`src/shared/etc_pkg.sv`:
```
// Package for the 8-bit timer channel zero control block.
// Assumes an APB slave with 32-bit data, one register per aligned word.
package etc_pkg;
    // Printed offsets are not all multiples of four: kept as indices, byte address = 4 * index
    localparam logic [15:0] SER_TMR_CLK_CTRL_IDX = 16'hffc3;
    localparam logic [15:0] TIMER0_CONTROL_IDX = 16'hffc8;
    localparam logic [15:0] PERIPH_CLK_CTRL_IDX = 16'hffc2;
    localparam logic [15:0] IRQ_STATUS_IDX = 16'hffe0;
    localparam logic [15:0] IRQ_CLEAR_IDX = 16'hffe1;
    localparam logic [15:0] IRQ_ENABLE_IDX = 16'hffe2;
    localparam logic [15:0] COMPARE_A_IDX = 16'hffe4;
    localparam logic [15:0] COMPARE_B_IDX = 16'hffe5;
    localparam logic [15:0] COUNTER_IDX = 16'hffe6;
    localparam int ADDR_W = 18;
    localparam int IDX_LSB = 2;
    localparam logic [7:0] CTRL_RESET = 8'h00;
    localparam logic [1:0] PRESCALE_RESET = 2'h0;
    localparam int PHALVE_BIT = 5;
    localparam int PRESCALE_SEL_BIT = 0;
    localparam int PRESCALE_W = 10;
    // Status / enable / clear layout
    localparam int EV_CMPB = 2;
    localparam int EV_CMPA = 1;
    localparam int EV_OVF = 0;
    localparam int EV_W = 3;
    // Clock select codes
    localparam logic [2:0] CKS_STOP0 = 3'h0;
    localparam logic [2:0] CKS_DIV_A = 3'h1;
    localparam logic [2:0] CKS_DIV_B = 3'h2;
    localparam logic [2:0] CKS_DIV_C = 3'h3;
    localparam logic [2:0] CKS_STOP4 = 3'h4;
    localparam logic [2:0] CKS_EXT_RISE = 3'h5;
    localparam logic [2:0] CKS_EXT_FALL = 3'h6;
    localparam logic [2:0] CKS_EXT_BOTH = 3'h7;
    // Prescaler tap bits: divide by 2^(tap+1)
    localparam int TAP_DIV8 = 2;
    localparam int TAP_DIV64 = 5;
    localparam int TAP_DIV1024 = 9;
    localparam int TAP_DIV2 = 0;
    localparam int TAP_DIV32 = 4;
    localparam int TAP_DIV256 = 7;
    localparam logic [1:0] CLR_NONE = 2'h0;
    localparam logic [1:0] CLR_CMPA = 2'h1;
    localparam logic [1:0] CLR_CMPB = 2'h2;
    localparam logic [1:0] CLR_EXT = 2'h3;
    localparam logic [7:0] COUNT_MAX = 8'hff;

    typedef struct packed {
        logic cmpBIrqEn;
        logic cmpAIrqEn;
        logic overflowIrqEn;
        logic [1:0] clearSel;
        logic [2:0] clkSel;
    } etc_ctrl_t;

    typedef struct packed {
        logic [ADDR_W-1:0] paddr;
        logic psel;
        logic penable;
        logic pwrite;
        logic [31:0] pwdata;
        logic [3:0] pstrb;
    } etc_apb_req_t;
endpackage

```
`src/core/etc_timer0_control.sv`:
```
// 8-bit timer channel zero: control register, prescaler, counter and interrupts.
// Assumes an APB master on the same clock; ext pins are asynchronous.
//
// Chosen here: register access over APB.
`timescale 1ns/1ps
`default_nettype none

// What this block does
// - Divide setting 1 runs the prescaler base at half the system clock.
// - Divide setting 0 runs the prescaler base at the system clock.
// - Clock select 000 or 100 stops the counter.
// - Selects 001-011 count prescaler falling edges, divisors by alternate bit.
// - Selects 101-111 count external rising, falling or both edges.
// - Clear field 00 never clears; 01 and 10 clear on match A or B.
// - Clear field 11 clears on each external reset rising edge.
// - Overflow interrupt passes only while its enable bit is one.
// - Compare A interrupt passes only while its enable bit is one.
// - Control layout: 7 B en, 6 A en, 5 ovf en, 4:3 clear, 2:0 clock.
module etc_timer0_control
    import etc_pkg::*;
(
    input wire logic clock,
    input wire logic rst,
    input wire logic clkEn,
    input wire etc_apb_req_t apbReq,
    output logic [31:0] prdata,
    output logic pready,
    output logic pslverr,
    input wire logic extClk,
    input wire logic extReset,
    output logic irq
);
    function automatic logic [15:0] regIndex(input logic [ADDR_W-1:0] a);
        return a[ADDR_W-1:IDX_LSB];
    endfunction

    function automatic logic isMapped(input logic [15:0] i);
        return i == SER_TMR_CLK_CTRL_IDX || i == TIMER0_CONTROL_IDX
            || i == PERIPH_CLK_CTRL_IDX || i == IRQ_STATUS_IDX
            || i == IRQ_CLEAR_IDX || i == IRQ_ENABLE_IDX
            || i == COMPARE_A_IDX || i == COMPARE_B_IDX || i == COUNTER_IDX;
    endfunction

    // Pin synchronisers: first stage feeds only the second
    logic [1:0] clkSync_reg;
    logic [1:0] rstSync_reg;
    logic extClkPrev_reg;
    logic extRstPrev_reg;

    etc_ctrl_t ctrl_reg, ctrl_next;
    logic [1:0] prescaleAlt_reg, prescaleAlt_next;
    logic periphHalve_reg, periphHalve_next;
    logic [7:0] cmpA_reg, cmpA_next;
    logic [7:0] cmpB_reg, cmpB_next;
    logic [7:0] count_reg, count_next;
    logic [EV_W-1:0] status_reg, status_next;
    logic [EV_W-1:0] irqEn_reg, irqEn_next;
    logic [PRESCALE_W-1:0] pre_reg, pre_next;
    logic phase_reg, phase_next;
    logic tapPrev_reg, tapPrev_next;
    logic [31:0] prdata_next;
    logic pready_next, pslverr_next, irq_next;

    logic [15:0] idx;
    logic setup, wr, rd;
    logic periphTick, tap, countTick, matchA, matchB, overflow, clearHit;
    logic extRise, extFall, extRstRise;
    logic [EV_W-1:0] events;

    always_ff @(posedge clock or posedge rst) begin
        if (rst) begin
            clkSync_reg <= 2'h0;
            rstSync_reg <= 2'h0;
            extClkPrev_reg <= 1'b0;
            extRstPrev_reg <= 1'b0;
        end else if (clkEn) begin
            clkSync_reg <= {clkSync_reg[0], extClk};
            rstSync_reg <= {rstSync_reg[0], extReset};
            extClkPrev_reg <= clkSync_reg[1];
            extRstPrev_reg <= rstSync_reg[1];
        end
    end

    always_comb begin
        extRise = clkSync_reg[1] & ~extClkPrev_reg;
        extFall = ~clkSync_reg[1] & extClkPrev_reg;
        extRstRise = rstSync_reg[1] & ~extRstPrev_reg;
    end

    // APB decode: zero-wait, answer in the access cycle
    always_comb begin
        idx = regIndex(apbReq.paddr);
        setup = apbReq.psel & ~apbReq.penable;
        wr = apbReq.psel & apbReq.penable & apbReq.pwrite & isMapped(idx) & apbReq.pstrb[0];
        rd = setup & ~apbReq.pwrite;
    end

    // Prescaler and tick selection
    always_comb begin
        phase_next = phase_reg;
        pre_next = pre_reg;
        if (periphHalve_reg) begin
            periphTick = phase_reg;
            phase_next = ~phase_reg;
        end else begin
            periphTick = 1'b1;
            phase_next = 1'b0;
        end
        if (periphTick) begin
            pre_next = pre_reg + 1'b1;
        end
        unique case (ctrl_reg.clkSel)
            CKS_DIV_A: tap = prescaleAlt_reg[PRESCALE_SEL_BIT] ? pre_reg[TAP_DIV2]
                : pre_reg[TAP_DIV8];
            CKS_DIV_B: tap = prescaleAlt_reg[PRESCALE_SEL_BIT] ? pre_reg[TAP_DIV32]
                : pre_reg[TAP_DIV64];
            CKS_DIV_C: tap = prescaleAlt_reg[PRESCALE_SEL_BIT] ? pre_reg[TAP_DIV256]
                : pre_reg[TAP_DIV1024];
            default: tap = 1'b0;
        endcase
        tapPrev_next = tap;
        unique case (ctrl_reg.clkSel)
            CKS_STOP0, CKS_STOP4: countTick = 1'b0;
            CKS_DIV_A, CKS_DIV_B, CKS_DIV_C: countTick = tapPrev_reg & ~tap;
            CKS_EXT_RISE: countTick = extRise;
            CKS_EXT_FALL: countTick = extFall;
            CKS_EXT_BOTH: countTick = extRise | extFall;
        endcase
    end

    // Counter, matches, clear source
    always_comb begin
        matchA = count_reg == cmpA_reg;
        matchB = count_reg == cmpB_reg;
        overflow = countTick & (count_reg == COUNT_MAX);
        unique case (ctrl_reg.clearSel)
            CLR_NONE: clearHit = 1'b0;
            CLR_CMPA: clearHit = countTick & matchA;
            CLR_CMPB: clearHit = countTick & matchB;
            CLR_EXT: clearHit = extRstRise;
        endcase
        if (clearHit) begin
            count_next = 8'h00;
        end else if (countTick) begin
            count_next = count_reg + 1'b1;
        end else begin
            count_next = count_reg;
        end
        if (wr && idx == COUNTER_IDX) begin
            count_next = apbReq.pwdata[7:0];
        end
        events = '0;
        events[EV_OVF] = overflow;
        events[EV_CMPA] = countTick & matchA;
        events[EV_CMPB] = countTick & matchB;
    end

    // Registers, status and interrupt
    always_comb begin
        ctrl_next = ctrl_reg;
        prescaleAlt_next = prescaleAlt_reg;
        periphHalve_next = periphHalve_reg;
        cmpA_next = cmpA_reg;
        cmpB_next = cmpB_reg;
        irqEn_next = irqEn_reg;
        if (wr) begin
            unique case (idx)
                TIMER0_CONTROL_IDX: ctrl_next = apbReq.pwdata[7:0];
                SER_TMR_CLK_CTRL_IDX: prescaleAlt_next = apbReq.pwdata[1:0];
                PERIPH_CLK_CTRL_IDX: periphHalve_next = apbReq.pwdata[PHALVE_BIT];
                COMPARE_A_IDX: cmpA_next = apbReq.pwdata[7:0];
                COMPARE_B_IDX: cmpB_next = apbReq.pwdata[7:0];
                IRQ_ENABLE_IDX: irqEn_next = apbReq.pwdata[EV_W-1:0];
                default: ;
            endcase
        end
        // Set wins over a clear in the same cycle
        status_next = status_reg;
        if (wr && idx == IRQ_CLEAR_IDX) begin
            status_next = status_reg & ~apbReq.pwdata[EV_W-1:0];
        end
        status_next = status_next | events;
        irq_next = |(status_next & irqEn_next & {ctrl_next.cmpBIrqEn,
            ctrl_next.cmpAIrqEn, ctrl_next.overflowIrqEn});
        prdata_next = 32'h0;
        if (rd) begin
            unique case (idx)
                TIMER0_CONTROL_IDX: prdata_next[7:0] = ctrl_reg;
                SER_TMR_CLK_CTRL_IDX: prdata_next[1:0] = prescaleAlt_reg;
                PERIPH_CLK_CTRL_IDX: prdata_next[PHALVE_BIT] = periphHalve_reg;
                COMPARE_A_IDX: prdata_next[7:0] = cmpA_reg;
                COMPARE_B_IDX: prdata_next[7:0] = cmpB_reg;
                COUNTER_IDX: prdata_next[7:0] = count_reg;
                IRQ_STATUS_IDX: prdata_next[EV_W-1:0] = status_reg;
                IRQ_ENABLE_IDX: prdata_next[EV_W-1:0] = irqEn_reg;
                default: ;
            endcase
        end
        pready_next = setup;
        pslverr_next = setup & ~isMapped(idx);
    end

    always_ff @(posedge clock or posedge rst) begin
        if (rst) begin
            ctrl_reg <= CTRL_RESET;
            prescaleAlt_reg <= PRESCALE_RESET;
            periphHalve_reg <= 1'b0;
            cmpA_reg <= COUNT_MAX;
            cmpB_reg <= COUNT_MAX;
            count_reg <= 8'h00;
            status_reg <= '0;
            irqEn_reg <= '0;
            pre_reg <= '0;
            phase_reg <= 1'b0;
            tapPrev_reg <= 1'b0;
            prdata <= 32'h0;
            pready <= 1'b0;
            pslverr <= 1'b0;
            irq <= 1'b0;
        end else if (clkEn) begin
            ctrl_reg <= ctrl_next;
            prescaleAlt_reg <= prescaleAlt_next;
            periphHalve_reg <= periphHalve_next;
            cmpA_reg <= cmpA_next;
            cmpB_reg <= cmpB_next;
            count_reg <= count_next;
            status_reg <= status_next;
            irqEn_reg <= irqEn_next;
            pre_reg <= pre_next;
            phase_reg <= phase_next;
            tapPrev_reg <= tapPrev_next;
            prdata <= prdata_next;
            pready <= pready_next;
            pslverr <= pslverr_next;
            irq <= irq_next;
        end
    end
endmodule

`default_nettype wire

```
`config.mk`:
```
export PLATFORM = sky130hd
export DESIGN_NAME = etc_timer0_control
export DESIGN_NICKNAME = d
export VERILOG_FILES = /design/src/shared/etc_pkg.sv /design/src/core/etc_timer0_control.sv
export SDC_FILE = /design/constraint.sdc
export NUM_CORES = 1
export LEC_CHECK = 0
export BUFFER_PORTS_ARGS = -buffer_cell sky130_fd_sc_hd__buf_4
export CAP_MARGIN = 10
export CELL_PAD_IN_SITES_DETAIL_PLACEMENT = 0
export CELL_PAD_IN_SITES_GLOBAL_PLACEMENT = 1
export CORE_UTILIZATION = 42
export DETAILED_ROUTE_END_ITERATION = 8
export GPL_TIMING_DRIVEN = 1
export PLACE_DENSITY_LB_ADDON = 0.1
export SLEW_MARGIN = 20
export SYNTH_ARGS = -nofsm -noshare
export SYNTH_HDL_FRONTEND = slang
export SYNTH_SLANG_ARGS = --single-unit
```
`constraint.sdc`:
```
create_clock -name clock -period 2.2 [get_ports clock]
set_input_delay 0.22 -clock clock [delete_from_list [all_inputs] [get_ports clock]]
set_output_delay 0.22 -clock clock [all_outputs]
set_load 0.01 [all_outputs]
```
After elaboration in Yosys (flattened, before gate mapping)
Cells that the tools add are included.
W data, S select, Z words.
{"block": "totals", "input_bits": 62, "out_inout_bits": 35, "regBits": 70, "word_cells": 120}
{"block": "classes", "reduce_logical": 23, "eq_ne": 22, "n_addsub": 2, "bitwise": 28, "mux": 22}
{"operator": "$eq A16 B16 Y1 const B", "n": 9}
{"operator": "$mux W8", "n": 6}
{"operator": "$eq A8 B8 Y1", "n": 2}
{"operator": "$pmux W2 S4", "n": 2}
{"operator": "$reduce_and A3 Y1", "n": 5}
{"operator": "$and A1 B1 Y1", "n": 14}
{"operator": "$pmux W2 S7", "n": 1}
{"operator": "$eq A3 B3 Y1 const B", "n": 4}
{"operator": "$add A10 B1 Y10 const B", "n": 1}
{"operator": "$pmux W1 S5", "n": 2}
{"operator": "$and A3 B3 Y3", "n": 3}
{"operator": "$mux W3", "n": 3}
{"operator": "$add A8 B1 Y8 const B", "n": 1}
{"operator": "$eq A8 B8 Y1 const B", "n": 1}
{"operator": "$logic_or A1 B1 Y1", "n": 8}
{"operator": "$not A1 Y1", "n": 8}
{"operator": "$eq A3 B2 Y1 const B", "n": 2}
{"operator": "$pmux W1 S6", "n": 1}
{"operator": "$reduce_or A3 Y1", "n": 2}
{"operator": "$mux W1", "n": 5}
{"operator": "$eq A2 B2 Y1 const B", "n": 2}
{"operator": "$pmux W1 S4", "n": 1}
{"operator": "$reduce_and A2 Y1", "n": 2}
{"operator": "$eq A3 B1 Y1 const B", "n": 1}
{"operator": "10 further kinds", "n": 11}

Depth between registers and ports, before layout
{"block": "logic_depth", "ltp_word": 17, "mapped_depth": 9, "ltp_nobuf": 8}

Worst setup path after synthesis
No wires, ideal clock.
{"block": "synth_path", "path_kind": "register to register", "from": "reg clkSync_reg[1]", "to": "reg count_reg[7]", "path_buffers": 1, "slack_ns": 0.160, "path_stages_with_launch": 10, "synth_period_minus_slack_ns": 2.040, "arrival_ns": 1.921, "setup_time_ns": 0.119, "required_ns": 2.081, "cell_sequence": "dfrtp_1 inv_1 ha_1 nand2b_1 a311oi_1 a211oi_4 buf_6 o311ai_0 o21ai_0 o21a_1"}
{"block": "synth_between", "elab_chain_len": 8, "elab_cells_between_ends": 12, "cone_classes": "4 x mux; 6 x bitwise; 2 x reduce/logical"}
{"element": "from (decl)", "line_no": "etc_timer0_control.sv:45", "source": "logic [1:0] clkSync_reg;"}
{"element": "from (signal assigned)", "line_no": "etc_timer0_control.sv:77", "source": "clkSync_reg <= {clkSync_reg[0], extClk};"}
{"element": "$not A1 Y1", "line_no": "etc_timer0_control.sv:86", "source": "extFall = ~clkSync_reg[1] & extClkPrev_reg;"}
{"element": "$and A1 B1 Y1", "line_no": "etc_timer0_control.sv:86"}
{"element": "$or A1 B1 Y1", "line_no": "etc_timer0_control.sv:127", "source": "CKS_EXT_BOTH: countTick = extRise | extFall;"}
{"element": "$pmux W1 S5 (*)", "line_no": "etc_timer0_control.sv:122", "source": "unique case (ctrl_reg.clkSel)"}
{"element": "$and A1 B1 Y1, on equally long branches", "line_no": "etc_timer0_control.sv:139, etc_timer0_control.sv:138"}
{"element": "$pmux W1 S4", "line_no": "etc_timer0_control.sv:136", "source": "unique case (ctrl_reg.clearSel)"}
{"element": "$reduce_bool A3 Y1 (no source line) or $mux W8 (tied branches)"}
{"element": "$reduce_and A2 Y1 (no source line) or $mux W8 (tied branches)"}
{"element": "to (signal assigned)", "line_no": "etc_timer0_control.sv:226", "source": "count_reg <= count_next;"}
{"element": "to (decl)", "line_no": "etc_timer0_control.sv:55", "source": "logic [7:0] count_reg, count_next;"}
Every way passes the cells marked *; elsewhere a longest branch is shown, timed or not.
A chain may end at the register's enable or synchronous reset.

Worst setup path in the final report
{"block": "layout_path", "from": "reg extClkPrev_reg", "to": "reg count_reg[0]"}
{"block": "layout_between", "elab_chain_len": 8, "elab_cells_between_ends": 12, "cone_classes": "4 x mux; 6 x bitwise; 2 x reduce/logical"}
{"element": "from (decl)", "line_no": "etc_timer0_control.sv:47", "source": "logic extClkPrev_reg;"}
{"element": "from (signal assigned)", "line_no": "etc_timer0_control.sv:79", "source": "extClkPrev_reg <= clkSync_reg[1];"}
{"element": "$not A1 Y1", "line_no": "etc_timer0_control.sv:85", "source": "extRise = clkSync_reg[1] & ~extClkPrev_reg;"}
{"element": "$and A1 B1 Y1", "line_no": "etc_timer0_control.sv:85"}
{"element": "$or A1 B1 Y1", "line_no": "etc_timer0_control.sv:127"}
{"element": "$pmux W1 S5 (*)", "line_no": "etc_timer0_control.sv:122"}
{"element": "$and A1 B1 Y1, on equally long branches", "line_no": "etc_timer0_control.sv:139, etc_timer0_control.sv:138"}
{"element": "$pmux W1 S4", "line_no": "etc_timer0_control.sv:136"}
{"element": "$reduce_bool A3 Y1 (no source line) or $mux W8 (tied branches)"}
{"element": "$reduce_and A2 Y1 (no source line) or $mux W8 (tied branches)"}
Marked as above.

==> flow_summary.ini <==
[pwr]
power_leakage_uw = 0.00243
p_seq_frac = 0.432
combPwrFrac = 0.144
pwr-share-clk = 0.424
powerDensity_nw_per_um2 = 646
power.internal_uw = 2560
p_sw_uw = 833
swShare = 0.246
ir_worst_vdd_mv = 0.325

[outcome]
outcome = finished, final reports clean

[finish]
seqCellArea_um2 = 1770
finalNetCount = 573
largest_reg_flops = 10
final_cell_mix = buf_4 (84), dfrtp_1 (54), nand2_1 (41)
nFillCells = 906
insertedDiodeCount = 0
final_common_cell = buf_4
areaGrowthSynthToFinish_pct = 23.2
multiInputGateArea_um2 = 2320
drive_gt1_frac = 0.332

[timing]
setup_viol = 0
rsz0062_at_grt = true
tightest_slew_ns = 0.576
finalCritPeriodShare = 0.978
skew_ns = 0.0129
fin_hold_ws_ns = 0.0975
max_clock_freq_ghz = 0.465
final-hold-violation-count = 0
fin_ws_ns = 0.0490
period_minus_slack_ns = 2.15
slew_headroom = 0.616
maxSlewViolCount = 0

[yosys]
syn_inst = 433
synth-main-ff-cell = dfrtp_1
synth_cell_type_count = 67
synth.area.top_cells = dfrtp_1 (32%), dfstp_2 (9.9%), mux2_2 (9.8%)
yosysTopAreaCellShare = 0.317
synthArstFlopShare = 1.00
ys_ff_latch = 70
ys_seq_area_frac = 0.416
synth_edf_count = 0
syn_area_per_cell_um2 = 9.84
yosysTopAreaCell = dfrtp_1
ys.warnings.count = 0
synth_area_um2 = 4260

[floorplan]
fp.dieW_um = 103
start_util = 0.434
design.core.area_um2 = 9820
pin_count = 97
num_rows = 36
die_h_um = 103
dieArea_um2 = 10600

[placed_design]
io_buffers = 43
dp_hpwl_um = 8240
place.gp.congestion = 0.860
pre_cts_ws_ns = -0.0541

[worst_setup_path]
crit_type = flip-flop to flip-flop
critPathMaxFanout = 5
crit_family = compound AO/OA/AOI/OAI gates
critPathLaunchType = flip-flop
critical_path.endpoint_type = flip-flop
cp.buffers_inverters = 1
worstPathCellList = ha_1, nand2b_4, a311oi_4, buf_4, a211oi_4, a21oi_2, nor2b_1, a311o_1
worst_path_largest_cell_delay_ns = 0.39
r2r.worst_path.cells = 8
cp_data_required_time_ns = 2.43
arrival_ns = 2.38
slowest_stage = dfrtp_1
reg2reg_from = extClkPrev_reg
regToRegSetupSlack_ns = 0.05
worst_r2r_endpoint = count_reg[0]

[route]
drtIter0Drc = 230
routed_via_density = 5.53
drtAntennaViolNets = 0
routedWlPerCell_um = 17.4
firstDrtPassIters = 7
wirelength_um = 11200
vias = 3565
remaining_drc_errors = 0

[hold_path]
worstHoldStart = extReset
hold-path-endpoint = rstSync_reg[0]
holdCritPathClass = primary input to flip-flop
hold_depth = 2

[clock_network]
cts_inserted_buffers = 9
cts_tree = done
clock_latency_ns = 0.35
h-tree-depth = 3
clockBufferDepth = 2
cts_root_buf = clkbuf_8
clock-sinks = 70
clk_pin_slew_worst_paths_ns = 0.08

[grt]
grt_pass1_vias = 3278
grt_pass1_wl_um = 17700
antenna_found_initial = 0
grt_usage = 0.227
grt-ovfl-total = 0
grt_max_degree = 71

[job]
drv_cap = 0
[power groups by stage]
stage / sequential [uW] / combinational [uW] / clock, uW
4_1_cts: 1460 / 487 / 1470
5_1_grt: 1480 / 545 / 1520
2_1_floorplan: 1490 / 311 / 0
6_report: 1460 / 488 / 1440
3_5_place_dp: 1490 / 479 / 0
3_3_place_gp: 1480 / 469 / 0
[worst register-to-register path, delay by kind of cell (launching register included)]
family,cells,cell delay (ns)
compound gates,4,0.94
fa+ha+maj,1,0.30
buf+inv,1,0.19
flops,1,0.39
simple gates,2,0.23
[cell usage after synthesis, types with 2 or more instances]
master,number
o21ai_0,21
o2bb2ai_1,4
ha_1,4
mux2i_1,5
nor4_1,6
clkbuf_1,16
buf_2,4
o2111ai_1,2
nor2_1,19
and3_1,9
nand3_1,13
inv_1,10
a31oi_1,5
nand2b_1,6
nand2_1,41
or4_1,2
xnor2_1,6
a22o_1,6
dfstp_2,16
o21a_1,5
a21boi_0,3
nand3b_1,3
nand4b_1,3
nand4_1,9
a22oi_1,5
a21oi_1,10
mux2_2,37
dfrtp_1,54
buf_1,2
a222oi_1,7
o22a_1,2
nor3b_1,2
nor3_1,7
xor2_1,19
nor2b_1,8
and3b_1,2
buf_4,25
o31ai_1,5
nor3_2,2
[how the worst max path moves through the flow]
| stage | cells after the start | to | start | slack, ns |
|---|---|---|---|---|
| finish | 8 | count_reg[0] | extClkPrev_reg | 0.05 |
| global route | 8 | count_reg[0] | extClkPrev_reg | -0.06 |
| CTS | 9 | irq | clkSync_reg[1] | 0.02 |
| detailed placement | 9 | count_reg[0] | clkSync_reg[1] | -0.05 |
| global placement | 8 | count_reg[4] | clkSync_reg[1] | -0.04 |
| floorplan | 9 | count_reg[7] | clkSync_reg[1] | 0.16 |
[cell type report]
cell class,count,area share
Clock buffer,11,0.0288
Clock inverter,5,0.0245
Inverter,11,0.00786
Multi-Input combinational cell,328,0.442
Sequential cell,70,0.337
Tap cell,133,0.0317
Timing Repair Buffer,87,0.128
[metrics by stage]
step | instance area (um^2) | setup TNS, ns | total power, uW | utilization | instances
6_report | 5250 | 0 | 3390 | 0.535 | 645
5_1_grt | 5250 | -0.0849 | 3550 | 0.535 | 645
4_1_cts | 5220 | 0 | 3420 | 0.531 | 645
3_5_place_dp | 4870 | -0.107 | 1970 | 0.496 | 625
3_3_place_gp | 4870 | -0.0754 | 1950 | 0.496 | 625
2_1_floorplan | 4350 | 0 | 1800 | - | 456
[layer usage]
metal,global-route usage,part of all wire,vias to the layer above
met5,0,0,-
met4,0.0813,0.020,0
li1,-,-,1686
met2,0.364,0.46,126
met3,0.0461,0.054,19
met1,0.304,0.47,1734
[what timing repair did]
item / in CTS / in global routing
cloned: 1 / 0
hold buffers: 1 / 0
endpoints found under the setup margin: 4 / 11
hold endpoints to repair: 54 / 0
gates resized for setup: 5 / 5
pin swaps: 2 / 7
buffers inserted: 3 / 0
[kinds of logic (layout without fill, tap and decap cells)]
logic type	after synthesis	count (layout)	synth area share
buffers and inverters	59	114	0.0769
adders and majority gates	4	4	0.0117
xor gates and xnor gates	25	25	0.0514
other	1	24	0.000880
AOI/OAI and AO/OA	92	93	0.160
DFF	70	70	0.416
muxes	42	42	0.110
and+or+nand+nor	140	140	0.174
Power figures use the tool's default switching activity.
